`src/rtl/ipc_pkg.sv`:
```
// Constants, types and carriers for the interrupt and power mode block.
package ipc_pkg;

  // ==========================================================
  // Register indices and byte addresses
  // ==========================================================
  localparam logic [7:0] IPC_IDX_POWER_MODE_CONTROL = 8'h87;
  localparam logic [7:0] IPC_IDX_IE = 8'hA8;
  localparam logic [7:0] IPC_IDX_IP = 8'hB8;
  localparam logic [7:0] IPC_IDX_STAT = 8'hC0;
  localparam logic [7:0] IPC_IDX_PEND = 8'hC1;
  localparam logic [31:0] IPC_ADR_POWER_MODE_CONTROL = {22'h000000, IPC_IDX_POWER_MODE_CONTROL, 2'b00};
  localparam logic [31:0] IPC_ADR_IE = {22'h000000, IPC_IDX_IE, 2'b00};
  localparam logic [31:0] IPC_ADR_IP = {22'h000000, IPC_IDX_IP, 2'b00};
  localparam logic [31:0] IPC_ADR_STAT = {22'h000000, IPC_IDX_STAT, 2'b00};
  localparam logic [31:0] IPC_ADR_PEND = {22'h000000, IPC_IDX_PEND, 2'b00};

  // ==========================================================
  // Field positions and values after reset
  // ==========================================================
  localparam int IPC_NSRC = 7;
  localparam int IPC_IE_GATE = 7;
  localparam int IPC_POWER_MODE_CONTROL_BAUD_DOUBLER = 7;
  localparam int IPC_POWER_MODE_CONTROL_GF1 = 3;
  localparam int IPC_POWER_MODE_CONTROL_GF0 = 2;
  localparam int IPC_POWER_MODE_CONTROL_PD = 1;
  localparam int IPC_POWER_MODE_CONTROL_IDL = 0;
  localparam int IPC_SRC_EXT0 = 0;
  localparam int IPC_SRC_EXT1 = 2;
  localparam logic [7:0] IPC_IE_RST = 8'h00;
  localparam logic [6:0] IPC_IP_RST = 7'h00;
  localparam logic IPC_BAUD_DOUBLER_RST = 1'b0;
  localparam logic [1:0] IPC_GF_RST = 2'h0;
  localparam logic [6:0] IPC_WAKE_MASK = 7'h05;

  // ==========================================================
  // Fixed order within a level and vector addresses
  // ==========================================================
  localparam logic [2:0] IPC_ORDER_BIT [IPC_NSRC] =
    '{3'h0, 3'h5, 3'h6, 3'h1, 3'h2, 3'h3, 3'h4};
  localparam logic [15:0] IPC_VEC [IPC_NSRC] =
    '{16'h0003, 16'h002B, 16'h0053, 16'h000B, 16'h0013, 16'h001B,
      16'h0023};

  // ==========================================================
  // Types
  // ==========================================================
  typedef enum logic [1:0] {IPC_RUN, IPC_IDLE, IPC_PDOWN} ipc_mode_t;

  typedef struct packed {
    logic valid;
    logic level;
    logic [2:0] num;
    logic [15:0] vector;
  } ipc_irq_t;

  typedef struct packed {
    logic halt;
    logic osc_stop;
    logic ale_force;
    logic ale_level;
    logic port0_float;
    logic port2_addr;
    logic port2_sfr;
  } ipc_pins_t;

endpackage : ipc_pkg

```
`src/rtl/ipc_ctrl.sv`:
```
// Interrupt acceptance and power mode control with an AHB-Lite slave.
//
// The AHB-Lite slave port is this design's own decision.
`timescale 1ns/1ps
// ============================================================
module ipc_ctrl (
  input logic hclk,
  input logic hresetn,
  input logic hsel,
  input logic [31:0] haddr,
  input logic [1:0] htrans,
  input logic hwrite,
  input logic [2:0] hsize,
  input logic hready,
  input logic [31:0] hwdata,
  output logic [31:0] hrdata,
  output logic hreadyout,
  output logic hresp,
  input logic [6:0] src_req,
  input logic wdt_reset,
  input logic ext_mem,
  input logic t1_baud_src,
  input logic [1:0] uart_mode,
  input logic core_ack,
  input logic core_return_from_interrupt,
  output ipc_pkg::ipc_irq_t irq_o,
  output ipc_pkg::ipc_pins_t pins_o,
  output logic baud_x2
);
  import ipc_pkg::*;

  // ==========================================================
  // Declarations
  // ==========================================================
  logic wr_pend_r;
  logic rd_pend_r;
  logic [31:0] dp_addr_r;
  logic [31:0] hrdata_r;
  logic hreadyout_r;
  logic hresp_r;
  logic [7:0] ie_r;
  logic [6:0] ip_r;
  logic baud_doubler_r;
  logic [1:0] gf_r;
  ipc_mode_t mode_r;
  ipc_mode_t mode_nxt;
  ipc_irq_t irq_r;
  ipc_pins_t pins_r;
  ipc_pins_t pins_nxt;
  logic act_hi_r;
  logic act_lo_r;
  logic baud_x2_r;
  logic [7:0] rd_mux;
  logic hi_v;
  logic lo_v;
  logic [2:0] hi_num;
  logic [2:0] lo_num;

  // ==========================================================
  // Bus address phase decode
  // ==========================================================
  wire addr_ok = hsel && htrans[1] && hready;
  wire rd_start = addr_ok && !hwrite;
  wire wr_power_mode_control = wr_pend_r && (dp_addr_r == IPC_ADR_POWER_MODE_CONTROL);
  wire wr_ie = wr_pend_r && (dp_addr_r == IPC_ADR_IE);
  wire wr_ip = wr_pend_r && (dp_addr_r == IPC_ADR_IP);
  wire in_run = (mode_r == IPC_RUN);
  wire in_idle = (mode_r == IPC_IDLE);
  wire in_pdown = (mode_r == IPC_PDOWN);

  // Writes complete with no wait; reads take one wait state.
  always_ff @(posedge hclk or negedge hresetn) begin
    if (!hresetn) begin
      wr_pend_r <= 1'b0;
      rd_pend_r <= 1'b0;
      dp_addr_r <= 32'h0000_0000;
      hreadyout_r <= 1'b1;
    end else if (hready) begin
      wr_pend_r <= addr_ok && hwrite;
      rd_pend_r <= rd_start;
      hreadyout_r <= !rd_start;
      if (addr_ok) begin
        dp_addr_r <= haddr;
      end
    end else begin
      wr_pend_r <= 1'b0;
      rd_pend_r <= 1'b0;
      hreadyout_r <= 1'b1;
    end
  end

  // ==========================================================
  // Read data
  // ==========================================================
  wire [7:0] power_mode_control_rd = {baud_doubler_r, 3'b000, gf_r, in_pdown, in_idle};
  wire [7:0] stat_rd = {irq_r.num, act_hi_r, act_lo_r, irq_r.valid,
                        in_pdown, in_idle};
  wire [7:0] pend_rd = {1'b0, src_req & ie_r[6:0]};

  assign rd_mux = (dp_addr_r == IPC_ADR_POWER_MODE_CONTROL) ? power_mode_control_rd :
                  (dp_addr_r == IPC_ADR_IE) ? ie_r :
                  (dp_addr_r == IPC_ADR_IP) ? {1'b0, ip_r} :
                  (dp_addr_r == IPC_ADR_STAT) ? stat_rd :
                  (dp_addr_r == IPC_ADR_PEND) ? pend_rd : 8'h00;

  always_ff @(posedge hclk or negedge hresetn) begin
    if (!hresetn) begin
      hrdata_r <= 32'h0000_0000;
      hresp_r <= 1'b0;
    end else begin
      hresp_r <= 1'b0;
      if (rd_pend_r) begin
        hrdata_r <= {24'h000000, rd_mux};
      end
    end
  end

  assign hrdata = hrdata_r;
  assign hreadyout = hreadyout_r;
  assign hresp = hresp_r;

  // ==========================================================
  // Enable, priority and power control registers
  // ==========================================================
  always_ff @(posedge hclk or negedge hresetn) begin
    if (!hresetn) begin
      ie_r <= IPC_IE_RST;
      ip_r <= IPC_IP_RST;
      baud_doubler_r <= IPC_BAUD_DOUBLER_RST;
      gf_r <= IPC_GF_RST;
    end else if (wdt_reset) begin
      ie_r <= IPC_IE_RST;
      ip_r <= IPC_IP_RST;
      baud_doubler_r <= IPC_BAUD_DOUBLER_RST;
      gf_r <= IPC_GF_RST;
    end else begin
      if (wr_ie) begin
        ie_r <= hwdata[7:0];
      end
      if (wr_ip) begin
        ip_r <= hwdata[6:0];
      end
      if (wr_power_mode_control) begin
        baud_doubler_r <= hwdata[IPC_POWER_MODE_CONTROL_BAUD_DOUBLER];
        gf_r <= hwdata[IPC_POWER_MODE_CONTROL_GF1:IPC_POWER_MODE_CONTROL_GF0];
      end
    end
  end

  // ==========================================================
  // Arbitration
  // ==========================================================
  wire gate = ie_r[IPC_IE_GATE];
  wire [6:0] wmask = in_pdown ? IPC_WAKE_MASK : 7'h7F;
  wire [6:0] elig = src_req & ie_r[6:0] & {7{gate}} & wmask;
  wire [6:0] elig_hi = elig & ip_r;
  wire [6:0] elig_lo = elig & ~ip_r;

  ipc_pick #(
    .N(IPC_NSRC)
  ) u_pick_hi (
    .req(elig_hi),
    .valid(hi_v),
    .num(hi_num)
  );

  ipc_pick #(
    .N(IPC_NSRC)
  ) u_pick_lo (
    .req(elig_lo),
    .valid(lo_v),
    .num(lo_num)
  );

  wire hi_ok = hi_v && !act_hi_r;
  wire lo_ok = lo_v && !act_hi_r && !act_lo_r;
  wire wake = hi_ok || lo_ok;
  wire accept = wake && !irq_r.valid;
  wire [2:0] sel_num = hi_ok ? hi_num : lo_num;

  // A raised request stands until the core vectors to it.
  always_ff @(posedge hclk or negedge hresetn) begin
    if (!hresetn) begin
      irq_r <= '0;
    end else if (wdt_reset) begin
      irq_r <= '0;
    end else if (accept) begin
      irq_r.valid <= 1'b1;
      irq_r.level <= hi_ok;
      irq_r.num <= sel_num;
      irq_r.vector <= IPC_VEC[sel_num];
    end else if (core_ack) begin
      irq_r.valid <= 1'b0;
    end
  end

  assign irq_o = irq_r;

  // Levels in service; a return ends the highest one first.
  always_ff @(posedge hclk or negedge hresetn) begin
    if (!hresetn) begin
      act_hi_r <= 1'b0;
      act_lo_r <= 1'b0;
    end else if (wdt_reset) begin
      act_hi_r <= 1'b0;
      act_lo_r <= 1'b0;
    end else if (core_ack && irq_r.valid) begin
      if (irq_r.level) begin
        act_hi_r <= 1'b1;
      end else begin
        act_lo_r <= 1'b1;
      end
    end else if (core_return_from_interrupt) begin
      if (act_hi_r) begin
        act_hi_r <= 1'b0;
      end else begin
        act_lo_r <= 1'b0;
      end
    end
  end

  // ==========================================================
  // Power mode sequencing
  // ==========================================================
  always_comb begin
    mode_nxt = mode_r;
    case (mode_r)
      IPC_RUN: begin
        if (wr_power_mode_control && hwdata[IPC_POWER_MODE_CONTROL_PD]) begin
          mode_nxt = IPC_PDOWN;
        end else if (wr_power_mode_control && hwdata[IPC_POWER_MODE_CONTROL_IDL]) begin
          mode_nxt = IPC_IDLE;
        end
      end
      IPC_IDLE: begin
        if (wake) begin
          mode_nxt = IPC_RUN;
        end
      end
      IPC_PDOWN: begin
        if (wake) begin
          mode_nxt = IPC_RUN;
        end
      end
      default: begin
        mode_nxt = IPC_RUN;
      end
    endcase
  end

  always_ff @(posedge hclk or negedge hresetn) begin
    if (!hresetn) begin
      mode_r <= IPC_RUN;
    end else if (wdt_reset) begin
      mode_r <= IPC_RUN;
    end else begin
      mode_r <= mode_nxt;
    end
  end

  // ==========================================================
  // Pin control and baud doubling
  // ==========================================================
  assign pins_nxt.halt = !in_run;
  assign pins_nxt.osc_stop = in_pdown;
  assign pins_nxt.ale_force = !in_run;
  assign pins_nxt.ale_level = in_idle;
  assign pins_nxt.port0_float = !in_run && ext_mem;
  assign pins_nxt.port2_addr = in_idle && ext_mem;
  assign pins_nxt.port2_sfr = in_pdown && ext_mem;

  wire baud_nxt = baud_doubler_r && t1_baud_src && (uart_mode != 2'b00);

  always_ff @(posedge hclk or negedge hresetn) begin
    if (!hresetn) begin
      pins_r <= '0;
      baud_x2_r <= 1'b0;
    end else begin
      pins_r <= pins_nxt;
      baud_x2_r <= baud_nxt;
    end
  end

  assign pins_o = pins_r;
  assign baud_x2 = baud_x2_r;
endmodule : ipc_ctrl

```
`src/rtl/ipc_pick.sv`:
```
// Fixed-order picker among the requests of one priority level.
`timescale 1ns/1ps
module ipc_pick #(
  parameter int N = ipc_pkg::IPC_NSRC
) (
  input logic [N-1:0] req,
  output logic valid,
  output logic [2:0] num
);
  import ipc_pkg::*;

  // ==========================================================
  // Elaboration check
  // ==========================================================
  if (N != IPC_NSRC) begin : g_bad_n
    $error("ipc_pick: the order table serves seven sources only.");
  end

  // ==========================================================
  // Search from lowest to highest rank, the last hit wins
  // ==========================================================
  always_comb begin
    valid = 1'b0;
    num = 3'h0;
    for (int i = N - 1; i >= 0; i--) begin
      if (req[IPC_ORDER_BIT[i]]) begin
        valid = 1'b1;
        num = 3'(i);
      end
    end
  end

endmodule : ipc_pick

```
`config.mk`:
```
export PLATFORM = sky130hd
export DESIGN_NAME = ipc_ctrl
export DESIGN_NICKNAME = d
export VERILOG_FILES = /design/src/rtl/ipc_pkg.sv /design/src/rtl/ipc_ctrl.sv /design/src/rtl/ipc_pick.sv
export SDC_FILE = /design/constraint.sdc
export NUM_CORES = 1
export LEC_CHECK = 0
export ABC_AREA = 1
export BUFFER_PORTS_ARGS = -buffer_cell sky130_fd_sc_hd__buf_2
export CAP_MARGIN = 25
export CORE_ASPECT_RATIO = 1.1
export CORE_MARGIN = 4
export CORE_UTILIZATION = 50
export DETAILED_ROUTE_END_ITERATION = 8
export PLACE_DENSITY = 0.81
export SETUP_SLACK_MARGIN = 0.4
export SLEW_MARGIN = 20
export SYNTH_ARGS = -nofsm -noshare
export SYNTH_HDL_FRONTEND = slang
export SYNTH_HIERARCHICAL = 1
export SYNTH_SLANG_ARGS = --single-unit
```
`constraint.sdc`:
```
create_clock -name hclk -period 7.63 [get_ports hclk]
set_input_delay 0 -clock hclk [delete_from_list [all_inputs] [get_ports hclk]]
set_output_delay 0 -clock hclk [all_outputs]
set_load 0.005 [all_outputs]
```
# Yosys cells after proc, flatten, opt, wreduce, memory -nomap -nowiden
# Memories as Yosys holds them, arrays and structs flattened.
# Cells that the tools add are included.
# W data, S select, Z words.
# classes
n_shift	0
n_bitwise	7
div_mod_pow	0
reduce_logical	39
eq_ne	12
add_sub_neg	0
mul	0
n_lt_le_gt_ge	1
mux	66
# op_table
cell	n
$eq A32 B10 Y1 const B	5
$mux W8	6
$mux W3	15
$and A7 B7 Y7	5
$mux W16	2
$mux W1	30
$mux W7	4
$mux W21	1
$mux W20	1
$logic_and A1 B1 Y1	19
$mux W2	6
$reduce_bool A2 Y1	5
$not A7 Y7	1
$logic_not A1 Y1	6
$ne A3 B3 Y1 const B	2
$reduce_and A2 Y1	3
$reduce_bool A3 Y1	2
$ge A4 B4 Y1 const B	1
$ne A4 B2 Y1 const B	1
$not A3 Y4	1
$pmux W2 S2	1
$ne A3 B1 Y1 const B	1
$ne A3 B2 Y1 const B	1
$reduce_and A3 Y1	1
5 further kinds	5
# totals
ram_bits	0
in_bits	88
elab_cells	149
rom_bits	128
memories	1
register_bits	93
latch_bits	0
# memory_table
name	depth	word_bits	read_ports	rd_clocked_by_memory_dff	write_ports	line	text
(no name shown)	8	16	1	0	0	ipc_ctrl.sv:191	irq_r.vector <= IPC_VEC[sel_num];

# Longest topological paths before layout
# Gate-level depths: netlist of the first run.
# logic_depth
depth_word	19
ltp_mapped	15
mapped_depth_nobuf	14

# Cells and area by module
# The synthesis of the first run kept the hierarchy.
# by_module_without_submodules
module	cells_each	n_inst	area_per_inst_um2
ipc_ctrl	535	1	4302.9
ipc_pick	18	2	91.3

# Worst setup path before layout of the first run
# OpenSTA, ideal clock, no wires.
# synth_timing
kind	register -> register
startpoint	register mode_r[0]
endpoint	register irq_r, in the netlist irq_o[3]
period_less_slack_ns	2.559
t_arrival_ns	2.482
stages_incl_launch_ff	14
t_required_ns	7.554
path_slack_ns	5.071
setup_ns	0.076
n_path_buf	1
cell_sequence	dfrtp_1 > inv_1 > ha_1 > or2_2 > clkbuf_1 > nor3_1 > nor2_4 > nand4_1 > nand2_2 > and2_4 > nor2_4 > nand2_2 > or2_2 > o21ai_1
# synth_rtl
item	line	text
from (decl)	ipc_ctrl.sv:45	ipc_mode_t mode_r;
from (signal assigned)	ipc_ctrl.sv:257	mode_r <= mode_nxt;
$eq A2 B2 Y1 *	ipc_ctrl.sv:69	wire in_pdown = (mode_r == IPC_PDOWN);
via in_pdown	ipc_ctrl.sv:69	
$mux W7 *	ipc_ctrl.sv:154	wire [6:0] wmask = in_pdown ? IPC_WAKE_MASK : 7'h7F;
$and A7 B7 Y7 *	ipc_ctrl.sv:155	wire [6:0] elig = src_req & ie_r[6:0] & {7{gate}} & wmask;
$and A7 B7 Y7 *	ipc_ctrl.sv:156	wire [6:0] elig_hi = elig & ip_r;
via elig_hi[1]	ipc_ctrl.sv:156	
$mux W1 * (4 in series)	ipc_pick.sv:26	if (req[IPC_ORDER_BIT[i]]) begin
via hi_v	ipc_ctrl.sv:54	logic hi_v;
$logic_and A1 B1 Y1 *	ipc_ctrl.sv:175	wire hi_ok = hi_v && !act_hi_r;
$mux W3	ipc_ctrl.sv:179	wire [2:0] sel_num = hi_ok ? hi_num : lo_num;
$not A3 Y4 (not written as such)	ipc_ctrl.sv:191	
$mem_v2 Z8 W16	n/a	
$mux W16 (not written as such) (2 in series)	ipc_ctrl.sv:191	
$mux W20	ipc_ctrl.sv:187	end else if (accept) begin
$mux W21	ipc_ctrl.sv:185	end else if (wdt_reset) begin
to (decl)	ipc_ctrl.sv:47	ipc_irq_t irq_r;
# The timed path passes the listed nets; every way through them passes the cells marked *. The select of a mux whose other input is x is not followed.
# A chain may end at the register's enable or synchronous reset.

# Worst setup path in the final report of the first run
# layout_timing
startpoint	register mode_r[0]
endpoint	register irq_r, in the netlist irq_o[5]
# Same word-level chain as after synthesis.

==> results of run 1 <==
==> worst max path at each step <==
stage / startpoint / end / cells after the start
2_1_floorplan: mode_r[0] / irq_o[3] / 13
3_3_place_gp: mode_r[0] / irq_o[5] / 11
3_5_place_dp: mode_r[0] / irq_o[4] / 10
4_1_cts: mode_r[0] / irq_o[4] / 10
5_1_grt: mode_r[0] / irq_o[4] / 10
6_report: mode_r[0] / irq_o[5] / 11
==> power by group through the flow <==
stage	logic [mW]	clock network, mW	registers, mW
finish	0.192	0.365	0.521
global route	0.216	0.389	0.527
CTS	0.185	0.370	0.518
detailed placement	0.166	0	0.527
global placement	0.159	0	0.523
floorplan	0.121	0	0.521
==> layer usage <==
metal  wire, µm  vias up
met3        918       29
li1           -     2000
met2       5990      186
met1       4490     1910
met5          0        -
met4        355        0
==> registers in the layout (all words and copies together), names as in the netlist, 2 cells and up <==
name,cells
dp_addr_r,32
irq_o,10
hrdata,8
ie_r,8
ip_r,7
pins_o,6
gf_r,2
mode_r,2
==> placed cells by master (no fill, tap or decap), types with 16 or more instances in the layout <==
| cell type | n |
|---|---|
| nand2_1 | 137 |
| buf_2 | 86 |
| nor2_1 | 83 |
| dfrtp_1 | 81 |
| inv_1 | 66 |
| dlygate4sd3_1 | 49 |
| conb_1 | 35 |
| a21oi_1 | 27 |
| nand3_1 | 23 |
| o21ai_0 | 21 |
| nor3_1 | 16 |
==> metrics by stage <==
step	hold slack, ns	worst slack (ns)
final	0.0854	4.58
after global routing	0.135	4.32
after CTS	0.0638	4.63
after detailed placement	0.212	4.69
after global placement	0.195	4.85
after floorplan	-0.296	5.07
==> worst max-delay path: cells and delay by family (launching register included) <==
family,cells,cell delay [ns]
DFF,1,0.40
AOI/OAI and AO/OA,3,0.73
and+or+nand+nor,6,1.43
buffers and inverters,1,0.09
adders and majority gates,1,0.28
==> timing repair <==
item,4_1_cts,5_1_grt
endpoints found under the hold margin,140,0
gates resized for setup,0,0
hold buffers,49,0
==> layout make-up <==
| class | instances | area, µm² |
|---|---|---|
| Multi-Input combinational cell | 403 | 1960 |
| Sequential cell | 82 | 2050 |
| Clock inverter | 7 | 106 |
| Tap cell | 111 | 139 |
| Clock buffer | 9 | 124 |
| Timing Repair Buffer | 137 | 960 |
| Inverter | 72 | 270 |
| Fill cell | 702 | 2970 |
==> kinds of logic (layout without fill, tap and decap cells) <==
| logic type | Yosys count | after routing | share of synthesized area, % |
|---|---|---|---|
| adder cells (fa/ha/maj) | 3 | 3 | 0.837 |
| buffers and inverters | 120 | 225 | 13.6 |
| other | 1 | 35 | 0.0836 |
| flip-flops | 82 | 82 | 45.8 |
| AO/OA/AOI/OAI | 70 | 70 | 9.43 |
| multiplexers | 12 | 12 | 3.01 |
| AND/OR/NAND/NOR | 283 | 283 | 27.2 |
==> key figures, run 1 <==
Yosys
  – Most numerous cell in the Yosys netlist: nand2_1
  – Syn Inst Count: 571
  – Ys async rst share: 100%
  – Synth area leaders: dfrtp_1, nand2_1, nor2_1, buf_4, inv_1
  – Total number of yosys warnings: 6
  – Yosys cell types: 37
  – Synth top area share: 45.2%
  – Netlist Area Pre-Place: 0.00449 mm²
  – Syn Area/Cell: 7.86 µm²
  – Sequential cell area fraction in the yosys report: ~46%
  – Seq cells post-synth: 82
  – Top post-synthesis cells by count: nand2_1, nor2_1, dfrtp_1
  – Ys flop type: dfrtp_1
  – Area leader, netlist: dfrtp_1
  – EDFF count, synth: 0

Pwr
  – Comb pwr share: between 10% and 20%
  – Switching Fraction: 29.6%
  – Pwr Total: between 1 and 1.5 mW
  – Pwr Density: about 190 mW/mm²
  – Cell-internal power: 0.759 mW
  – P_sw: 0.319 mW
  – Clk pwr share: 33.8%
  – Worst VDD drop: 161 µV
  – Leakage Power: 2.95 nW
  – Sequential power share: 48.4%

Cells and area
  – Design area: approximately 0.0056 mm²
  – Fin cells: ~820
  – Fin util: 65.4%
  – Layout cells sized above 1: 21.4%
  – Area growth from synthesis to layout: 25.1%
  – Layout Nets: about 800
  – Antenna diodes: 0

Floorplan
  – Starting Density: a little over half
  – Height of the chip: 107 µm
  – Core Footprint: 0.00858 mm²
  – Die area: 0.0106 mm²
  – Die X: 98.3 µm
  – Site Rows: 35
  – Ports: 151

Critical path
  – Crit path DAT: about 3.3 ns
  – Critical path peak fanout: 10
  – RR Endpoint: irq_o[5]
  – CP endpoint kind: flop
  – Crit path largest cell delay: 0.52 ns
  – Flop2flop setup slack: 4.58 ns
  – Worst r2r path cells: 11
  – Crit-path slowest cell: nor3_1
  – Req. time, crit path: 7.86 ns
  – Cells along the critical path: inv_1, ha_1, or2_2, nor3_1, nor2_4, nand4_1, nand2_2, o21ai_0, nor2_1, a21oi_1, o22ai_1
  – WS Path Type: reg2reg
  – Worst r2r src: mode_r[0]
  – Kind of start point of the critical path: flop

GRT
  – Grt met1 use: 26.4%
  – Number of global-route vias before repair: approximately 4,000
  – GRT busiest layer: met2
  – First-pass GRT wire length: 19,100 µm
  – GR Layer Usage met2: 39.7%
  – Gr usage total: 22.5%
  – Grt met3 use: 5.70%
  – Largest net degree at the start of global routing: just over 80
  – Total gr overflow: 0
  – Antenna violations before repair: 0

Placed design
  – IO buf count: 87
  – HPWL Detailed: 7720 µm
  – Final Wtd Congestion: about 0.87
  – Placed instance area: 0.00485 mm²
  – Placed Cells: 755

Timing
  – Least-Margin Pin Slew: 0.724 ns
  – Final Slew Violations: 0
  – Final Critical Period: roughly 3.1 ns
  – Hold Violations, Final: 0
  – Final setup TNS: 0 ns
  – Tcrit/Tclk final: 40.0%
  – Setup violators final: 0
  – Max Freq: 0.328 GHz
  – Clk_skew: 0.0152 ns
  – Rel. slew slack: 51.7%
  – Unrepaired setup endpoints after global routing: false

Detailed routing
  – DRT Pass-1 Iters: 5
  – Final WL: around 12,000 µm
  – # DRC: 0
  – DR WL/cell: 14.3 µm
  – Antenna viol nets, final: 0
  – Vias per cell: 5.02
  – Via count: 4,125
  – Iteration-0 DRC Markers: 336

Clock network
  – Clock Latency Late Sink: 0.36 ns
  – Longest Clk Path Bufs: 2
  – Worst-path clk slew: approximately 0.090 ns
  – CTS tree: built
  – Post-CTS Setup Bufs: 0
  – Clock root cell: clkbuf_8
  – Clock Sinks: 82
  – Total CTS buffers: 9
  – CTS HTree Levels: 3

Job
  – Number of max-cap violations: 0

Min path
  – Worst hold path class: in2reg
  – Hold Path Origin: src_req[5]
  – Endpoint, Worst Hold: hrdata[5]
  – Hold Path Depth: 5

Status
  – Status: finished clean
(Power assumes the default switching activity.)
==> run 2, diff against run 1 <==
- CORE_UTILIZATION: 50 -> 46
- PLACE_DENSITY: 0.81 -> 0.79
- clock period: 7.63 -> 2.8 ns (I/O delays scaled with it)
==> run 2 against run 1 <==
Non-clock buffer count rose by 5. Die area rose by 8.0%. Largest cell class is now multi-input combinational cells. Register-to-register slack got worse by 4.0 ns. Critical path depth increased by 1. Critical path type unchanged. Hold slack gained 0.042 ns. Highest routed layer unchanged.
==> key figures, run 2 (same netlist as run 1, synthesis figures left out) <==
Status
  – Status: finished clean

Cells and area
  – Layout Nets: 802 (+0.75%)
  – Multi-input gate area: 0.00206 mm² (+5.2%)
  – Most common cell after layout, fill and taps aside: nand2_1
  – Area growth from synthesis to layout: 26.9%
  – Most frequent cells in the layout: nand2_1, buf_2, nor2_1, dfrtp_1, inv_1
  – Layout cells sized above 1: 23.5% (+2.1 points)
  – Biggest register: dp_addr_r
  – Antenna diodes: 0 (unchanged)
  – Max FFs per register: 32 (unchanged)
  – FILL cells: 852 (+21%)
  – FF+latch area: 0.00205 mm² (unchanged)

Timing
  – Final hold slack: 0.127 ns (+0.0420 ns)
  – Final Worst Setup Slack: 0.549 ns (-4.03 ns)
  – Final setup TNS: 0 ns (unchanged)
  – Final Slew Violations: 0 (unchanged)
  – Unrepaired setup endpoints after global routing: false
  – Least-Margin Pin Slew: 0.742 ns (+0.0178 ns)
  – Clk_skew: 0.0103 ns (-0.00485 ns)
  – Final Critical Period: 2.25 ns (-0.801 ns)
  – Setup violators final: 0 (unchanged)
  – Hold Violations, Final: 0 (unchanged)
  – Rel. slew slack: 50.5% (-1.2 points)
  – Tcrit/Tclk final: 80.4% (+40 points)
  – Max Freq: 0.444 GHz (+36%)

Critical path
  – WS Path Type: reg2reg
  – CP endpoint kind: flop
  – Crit path largest cell delay: 0.37 ns (-0.15 ns)
  – Cells along the critical path: inv_2, ha_4, or2_4, nor3_4, nor2_4, nand4_1, nand2_2, and2_4, nor2_4, nand2_4, or2_4, o21ai_1
  – Req. time, crit path: 3.08 ns (-4.78 ns)
  – Critical path's top delay family: simple AND/OR/NAND/NOR gates
  – Crit-path slowest cell: dfrtp_1
  – Kind of start point of the critical path: flop
  – Critical path peak fanout: 8 (-2)
  – Flop2flop setup slack: 0.55 ns (-4.03 ns)
  – Crit path DAT: 2.53 ns (-0.75 ns)
  – WP buf/inv: 1 (unchanged)

Floorplan
  – Site Rows: 37 (+5.7%)
  – Ports: 151 (unchanged)
  – Die X: 102 µm (+3.9%)
  – Die area: 0.0114 mm² (+8.0%)
  – Height of the chip: 112 µm (+3.9%)
  – Starting Density: 47.5% (-4.8 points)
  – Core Footprint: 0.00944 mm² (+10%)

Pwr
  – Pwr Density: 487 mW/mm² (+150%)
  – Worst VDD drop: 354 µV (+120%)
  – Pwr Total: 2.77 mW (+160%)
  – Leakage Power: 2.99 nW (+1.1%)

Clock network
  – CTS HTree Levels: 3 (unchanged)
  – Clock root cell: clkbuf_8
  – Worst-path clk slew: 0.08 ns (about the same)
  – CTS tree: built
  – Clock Sinks: 82 (unchanged)
  – Total CTS buffers: 9 (unchanged)
  – Clock Latency Late Sink: 0.36 ns (about the same)
  – Longest Clk Path Bufs: 2 (unchanged)

Placed design
  – Final Wtd Congestion: 0.872 (+0.73%)
  – DP Worst Slack: 0.197 ns (-4.49 ns)
  – HPWL Detailed: 7890 µm (+2.1%)
  – IO buf count: 87 (unchanged)

GRT
  – Antenna violations before repair: 0 (unchanged)
  – Number of global-route vias before repair: 4,061 (-1.5%)
  – First-pass GRT wire length: 18,300 µm (-4.2%)
  – Total gr overflow: 0 (unchanged)
  – Largest net degree at the start of global routing: 83 (unchanged)
  – Gr usage total: 20.1% (-2.4 points)

Detailed routing
  – # DRC: 0 (unchanged)
  – DR WL/cell: 13.5 µm (-6.0%)
  – DRT Pass-1 Iters: 5 (unchanged)
  – Antenna viol nets, final: 0 (unchanged)
  – Vias per cell: 4.91 (-2.3%)
  – Final WL: 11,200 µm (-4.6%)
  – Iteration-0 DRC Markers: 184 (-45%)
  – Via count: 4,091 (-0.82%)

Job
  – Number of max-cap violations: 0 (unchanged)

Min path
  – Worst hold path class: in2reg
==> run 2: cell count changes in the layout (fill, tap and decap cells not counted), sizes merged <==
cell,before,now
or2,2,3
bufinv,2,0
inv,75,73
buf,88,93
clkinvlp,0,3
clkbuf,9,10
==> run 2: worst paths after layout <==
check | from | to | cells after the start
max | mode_r[0] | irq_o[3] | 12
min | src_req[6] | hrdata[6] | 5
max reg2reg | mode_r[0] | irq_o[3] | 12
min reg2reg | hrdata[4] | hrdata[4] | 2
max in group asynchronous | hresetn | ip_r[4] | 2
min in group asynchronous | hresetn | pins_o[1] | 2
==> run 2: power by group <==
part	leakage, nW	internal [mW]	switching, mW	total [mW]
sequential	1.03	1.32	0.0948	1.42
clock	0.0855	0.354	0.462	0.816
combinational	1.87	0.241	0.299	0.540
total	2.99	1.92	0.856	2.77
==> run 2: final cells by class <==
| cell class | instances | area share (%) |
|---|---|---|
| Inverter | 72 | 4.75 |
| Timing Repair Buffer | 142 | 17.2 |
| Multi-Input combinational cell | 404 | 36.2 |
| Tap cell | 117 | 2.57 |
| Clock inverter | 6 | 0.857 |
| Clock buffer | 10 | 2.42 |
| Sequential cell | 82 | 36.1 |
==> run 2: repair_timing <==
item	4_1_cts	5_1_grt
hold endpoints to repair	141	0
pin swaps	3	5
setup endpoints to repair	7	6
cloned	1	0
buffers inserted	1	3
resized for setup	11	6
hold buffers	49	0
==> run 2: through the flow <==
step / std cells / util [%] / area (µm²)
after global placement: 763 / 52.0 / 4910
after global routing: 833 / 60.3 / 5690
after detailed placement: 763 / 52.0 / 4910
after floorplan: 605 / - / 4660
final: 833 / 60.3 / 5690
after CTS: 830 / 59.9 / 5660
==> run 2: worst min-delay path: cells and delay by family <==
family          cells  cell delay (ns)
simple gates        3             0.23
compound gates      1             0.13
buf+inv             1             0.09
==> run 2: metal layers <==
metal	up-vias	wire, µm	global-route usage, %
li1	2011	-	-
met1	1890	4410	24.3
met4	0	239	6.39
met3	25	841	4.26
met2	165	5720	35.2
met5	-	0	0
==> run 3, diff against run 2 <==
- ABC_AREA: 1 -> 0
- CORE_UTILIZATION: 46 -> 50
- PLACE_DENSITY: 0.79 -> 0.82
- clock period: 2.8 -> 2.2 ns (I/O delays scaled with it)
==> run 3 against run 2 <==
Final cell count down 16%. Non-clock buffer count is 34 higher. Area after synthesis decreased by 4.8%. The run now ends with setup timing left. Utilization grew 12 points. Hold slack improved by 0.032 ns. Total power up 25%. Critical path type unchanged. Largest power group unchanged. Flip-flop and latch count unchanged. Via count is 5.6% lower. Worst setup slack worse by 0.78 ns. Sequential power increased by 23%.
==> key figures, run 3 <==
Critical path
  – WP buf/inv: 1 (unchanged)
  – Critical path peak fanout: 5 (-3)
  – Worst r2r src: mode_r[0]
  – Worst r2r path cells: 12 (unchanged)
  – Kind of start point of the critical path: flop
  – Crit path DAT: 2.64 ns (+0.11 ns)
  – WS Path Type: reg2reg
  – Crit-path slowest cell: dfrtp_1
  – Most used cell, CP: a21oi_2
  – Flop2flop setup slack: -0.23 ns (-0.78 ns)
  – RR Endpoint: irq_o[4]
  – Critical path's top delay family: simple AND/OR/NAND/NOR gates
  – Cells along the critical path: inv_2, ha_4, nor2b_4, nand3_4, nor2_4, nor2b_2, o21bai_1, a21oi_2, mux2i_4, and3b_2, a21oi_2, a211oi_1
  – CP endpoint kind: flop
  – Req. time, crit path: 2.42 ns (-0.66 ns)
  – Crit path largest cell delay: 0.39 ns (+0.02 ns)

Yosys
  – Ys flop type: dfrtp_1
  – Seq cells post-synth: 82 (unchanged)
  – Total number of yosys warnings: 6 (unchanged)
  – Ys async rst share: 100% (unchanged)
  – Most numerous cell in the Yosys netlist: dfrtp_1
  – Sequential cell area fraction in the yosys report: 48.1% (+2.3 points)
  – Netlist Area Pre-Place: 0.00427 mm² (-4.8%)
  – Synth area leaders: dfrtp_1, mux2_2, buf_4, mux2i_1, nor2_1
  – Yosys cell types: 45 (+22%)
  – Synth top area share: 47.5% (+2.3 points)
  – EDFF count, synth: 0 (unchanged)
  – Syn Area/Cell: 10.4 µm² (+33%)
  – Syn Inst Count: 410 (-28%)
  – Area leader, netlist: dfrtp_1
  – Top post-synthesis cells by count: dfrtp_1, nor2_1, buf_4

Timing
  – Unrepaired setup endpoints after global routing: true
  – Final Critical Period: 2.43 ns (+0.176 ns)
  – Rel. slew slack: 53.6% (+3.1 points)
  – Clk_skew: 0.00988 ns (-0.000447 ns)
  – Final hold slack: 0.159 ns (+0.0320 ns)
  – Tcrit/Tclk final: 110% (+30 points)
  – Hold Violations, Final: 0 (unchanged)
  – Setup violators final: 11 (+11)
  – Max Freq: 0.412 GHz (-7.3%)
  – Least-Margin Pin Slew: 0.695 ns (-0.0468 ns)
  – Final Slew Violations: 0 (unchanged)
  – Final Worst Setup Slack: -0.227 ns (-0.776 ns)

Clock network
  – CTS HTree Levels: 3 (unchanged)
  – Clock root cell: clkbuf_8
  – Total CTS buffers: 9 (unchanged)
  – Worst-path clk slew: 0.09 ns (about the same)
  – CTS tree: built
  – Longest Clk Path Bufs: 2 (unchanged)
  – Clock Latency Late Sink: 0.37 ns (about the same)
  – Clock Sinks: 82 (unchanged)

Status
  – Failing checks: setup timing
  – Status: complete, but fails checks

Cells and area
  – Layout cells sized above 1: 41.6% (+18 points)
  – Biggest register: dp_addr_r
  – Area growth from synthesis to layout: 41.0%
  – Most frequent cells in the layout: buf_2, dfrtp_1, dlygate4sd3_1, nor2_1, conb_1
  – Most common cell after layout, fill and taps aside: buf_2
  – Layout Nets: 672 (-16%)
  – Max FFs per register: 32 (unchanged)
  – Antenna diodes: 0 (unchanged)

Floorplan
  – Die X: 96.1 µm (-5.9%)
  – Core Footprint: 0.00836 mm² (-11%)
  – Die area: 0.0101 mm² (-12%)
  – Height of the chip: 105 µm (-6.0%)
  – Site Rows: 35 (-5.4%)
  – Starting Density: 51.0% (+3.5 points)
  – Ports: 151 (unchanged)

Pwr
  – Worst VDD drop: 610 µV (+72%)
  – Pwr Density: 576 mW/mm² (+18%)
  – Leakage Power: 2.81 nW (-5.9%)

GRT
  – First-pass GRT wire length: 19,500 µm (+6.4%)
  – Largest net degree at the start of global routing: 55 (-34%)
  – Antenna violations before repair: 0 (unchanged)
  – Gr usage total: 25.4% (+5.3 points)
  – Number of global-route vias before repair: 3,889 (-4.2%)
  – Total gr overflow: 0 (unchanged)

Placed design
  – DP Worst Slack: -0.141 ns (-0.338 ns)
  – Final Wtd Congestion: 0.961 (+10%)
  – IO buf count: 87 (unchanged)
  – HPWL Detailed: 7950 µm (+0.82%)

Min path
  – Hold Path Depth: 2 (-3)
  – Hold Path Origin: wdt_reset
  – Endpoint, Worst Hold: ie_r[7]
  – Worst hold path class: in2reg

Detailed routing
  – Antenna viol nets, final: 0 (unchanged)
  – # DRC: 0 (unchanged)
  – Iteration-0 DRC Markers: 413 (+120%)
  – Via count: 3,861 (-5.6%)
  – DRT Pass-1 Iters: 5 (unchanged)
  – DR WL/cell: 18.5 µm (+38%)
  – Final WL: 12,900 µm (+15%)
  – Vias per cell: 5.54 (+13%)

Job
  – Number of max-cap violations: 0 (unchanged)
==> run 3: metal layers <==
layer | GRT usage, % | up-vias | share of wire [%]
met5 | 0 | - | 0
met4 | 10.8 | 0 | 4.2
met3 | 6.34 | 54 | 8.1
met2 | 45.3 | 234 | 53
met1 | 27.8 | 1872 | 34
li1 | - | 1701 | -
==> run 3: area by class of cell <==
type	count	area (µm²)
Fill cell	527	2340
Inverter	23	86.3
Clock buffer	9	124
Tap cell	111	139
Clock inverter	7	101
Multi-Input combinational cell	289	2250
Sequential cell	82	2050
Timing Repair Buffer	176	1260
==> run 3: worst max path at each step <==
stage                    from       end  slack [ns]  cells after the start
global placement    mode_r[1]  irq_o[6]       -0.06                     11
floorplan           mode_r[0]  irq_o[4]        0.07                     12
finish              mode_r[0]  irq_o[4]       -0.23                     12
global route        mode_r[0]  irq_o[4]       -0.32                     12
detailed placement  mode_r[0]  irq_o[4]       -0.14                     12
CTS                 mode_r[0]  irq_o[5]       -0.10                     13
==> run 3: cells by family (layout without fill, tap and decap cells) <==
| logic type | count (synthesis) | in the layout | share of synthesized area (%) |
|---|---|---|---|
| multiplexers | 53 | 53 | 13.4 |
| buffers and inverters | 73 | 215 | 9.76 |
| flip-flops | 82 | 82 | 48.1 |
| AO/OA/AOI/OAI | 57 | 57 | 8.68 |
| other | 1 | 35 | 0.0878 |
| AND/OR/NAND/NOR | 141 | 141 | 19.1 |
| adder cells (fa/ha/maj) | 3 | 3 | 0.879 |
==> run 3: what timing repair did <==
item,in CTS,in global routing
hold buffers,48,0
endpoints found under the setup margin,38,38
pin swaps,6,17
setup buffers,8,9
endpoints found under the hold margin,113,0
resized for setup,36,34
gates cloned,1,0
==> run 3: stage by stage <==
step | power, mW | instance area, µm² | cells | utilization [%] | setup TNS [ns]
2_1_floorplan | 1.99 | 4490 | 444 | - | 0
3_3_place_gp | 2.08 | 4900 | 615 | 58.6 | -0.240
3_5_place_dp | 2.12 | 4900 | 615 | 58.6 | -0.806
4_1_cts | 3.43 | 5820 | 688 | 69.6 | -0.604
5_1_grt | 3.60 | 6020 | 697 | 72.0 | -3.18
6_report | 3.47 | 6020 | 697 | 72.0 | -1.77
==> run 3: report_power, final <==
group	leakage, nW	switching [mW]	internal [mW]	total [mW]
Clock	0.117	0.602	0.653	1.25
Combinational	1.62	0.208	0.253	0.461
Sequential	1.07	0.129	1.62	1.75
Total	2.81	0.939	2.53	3.47
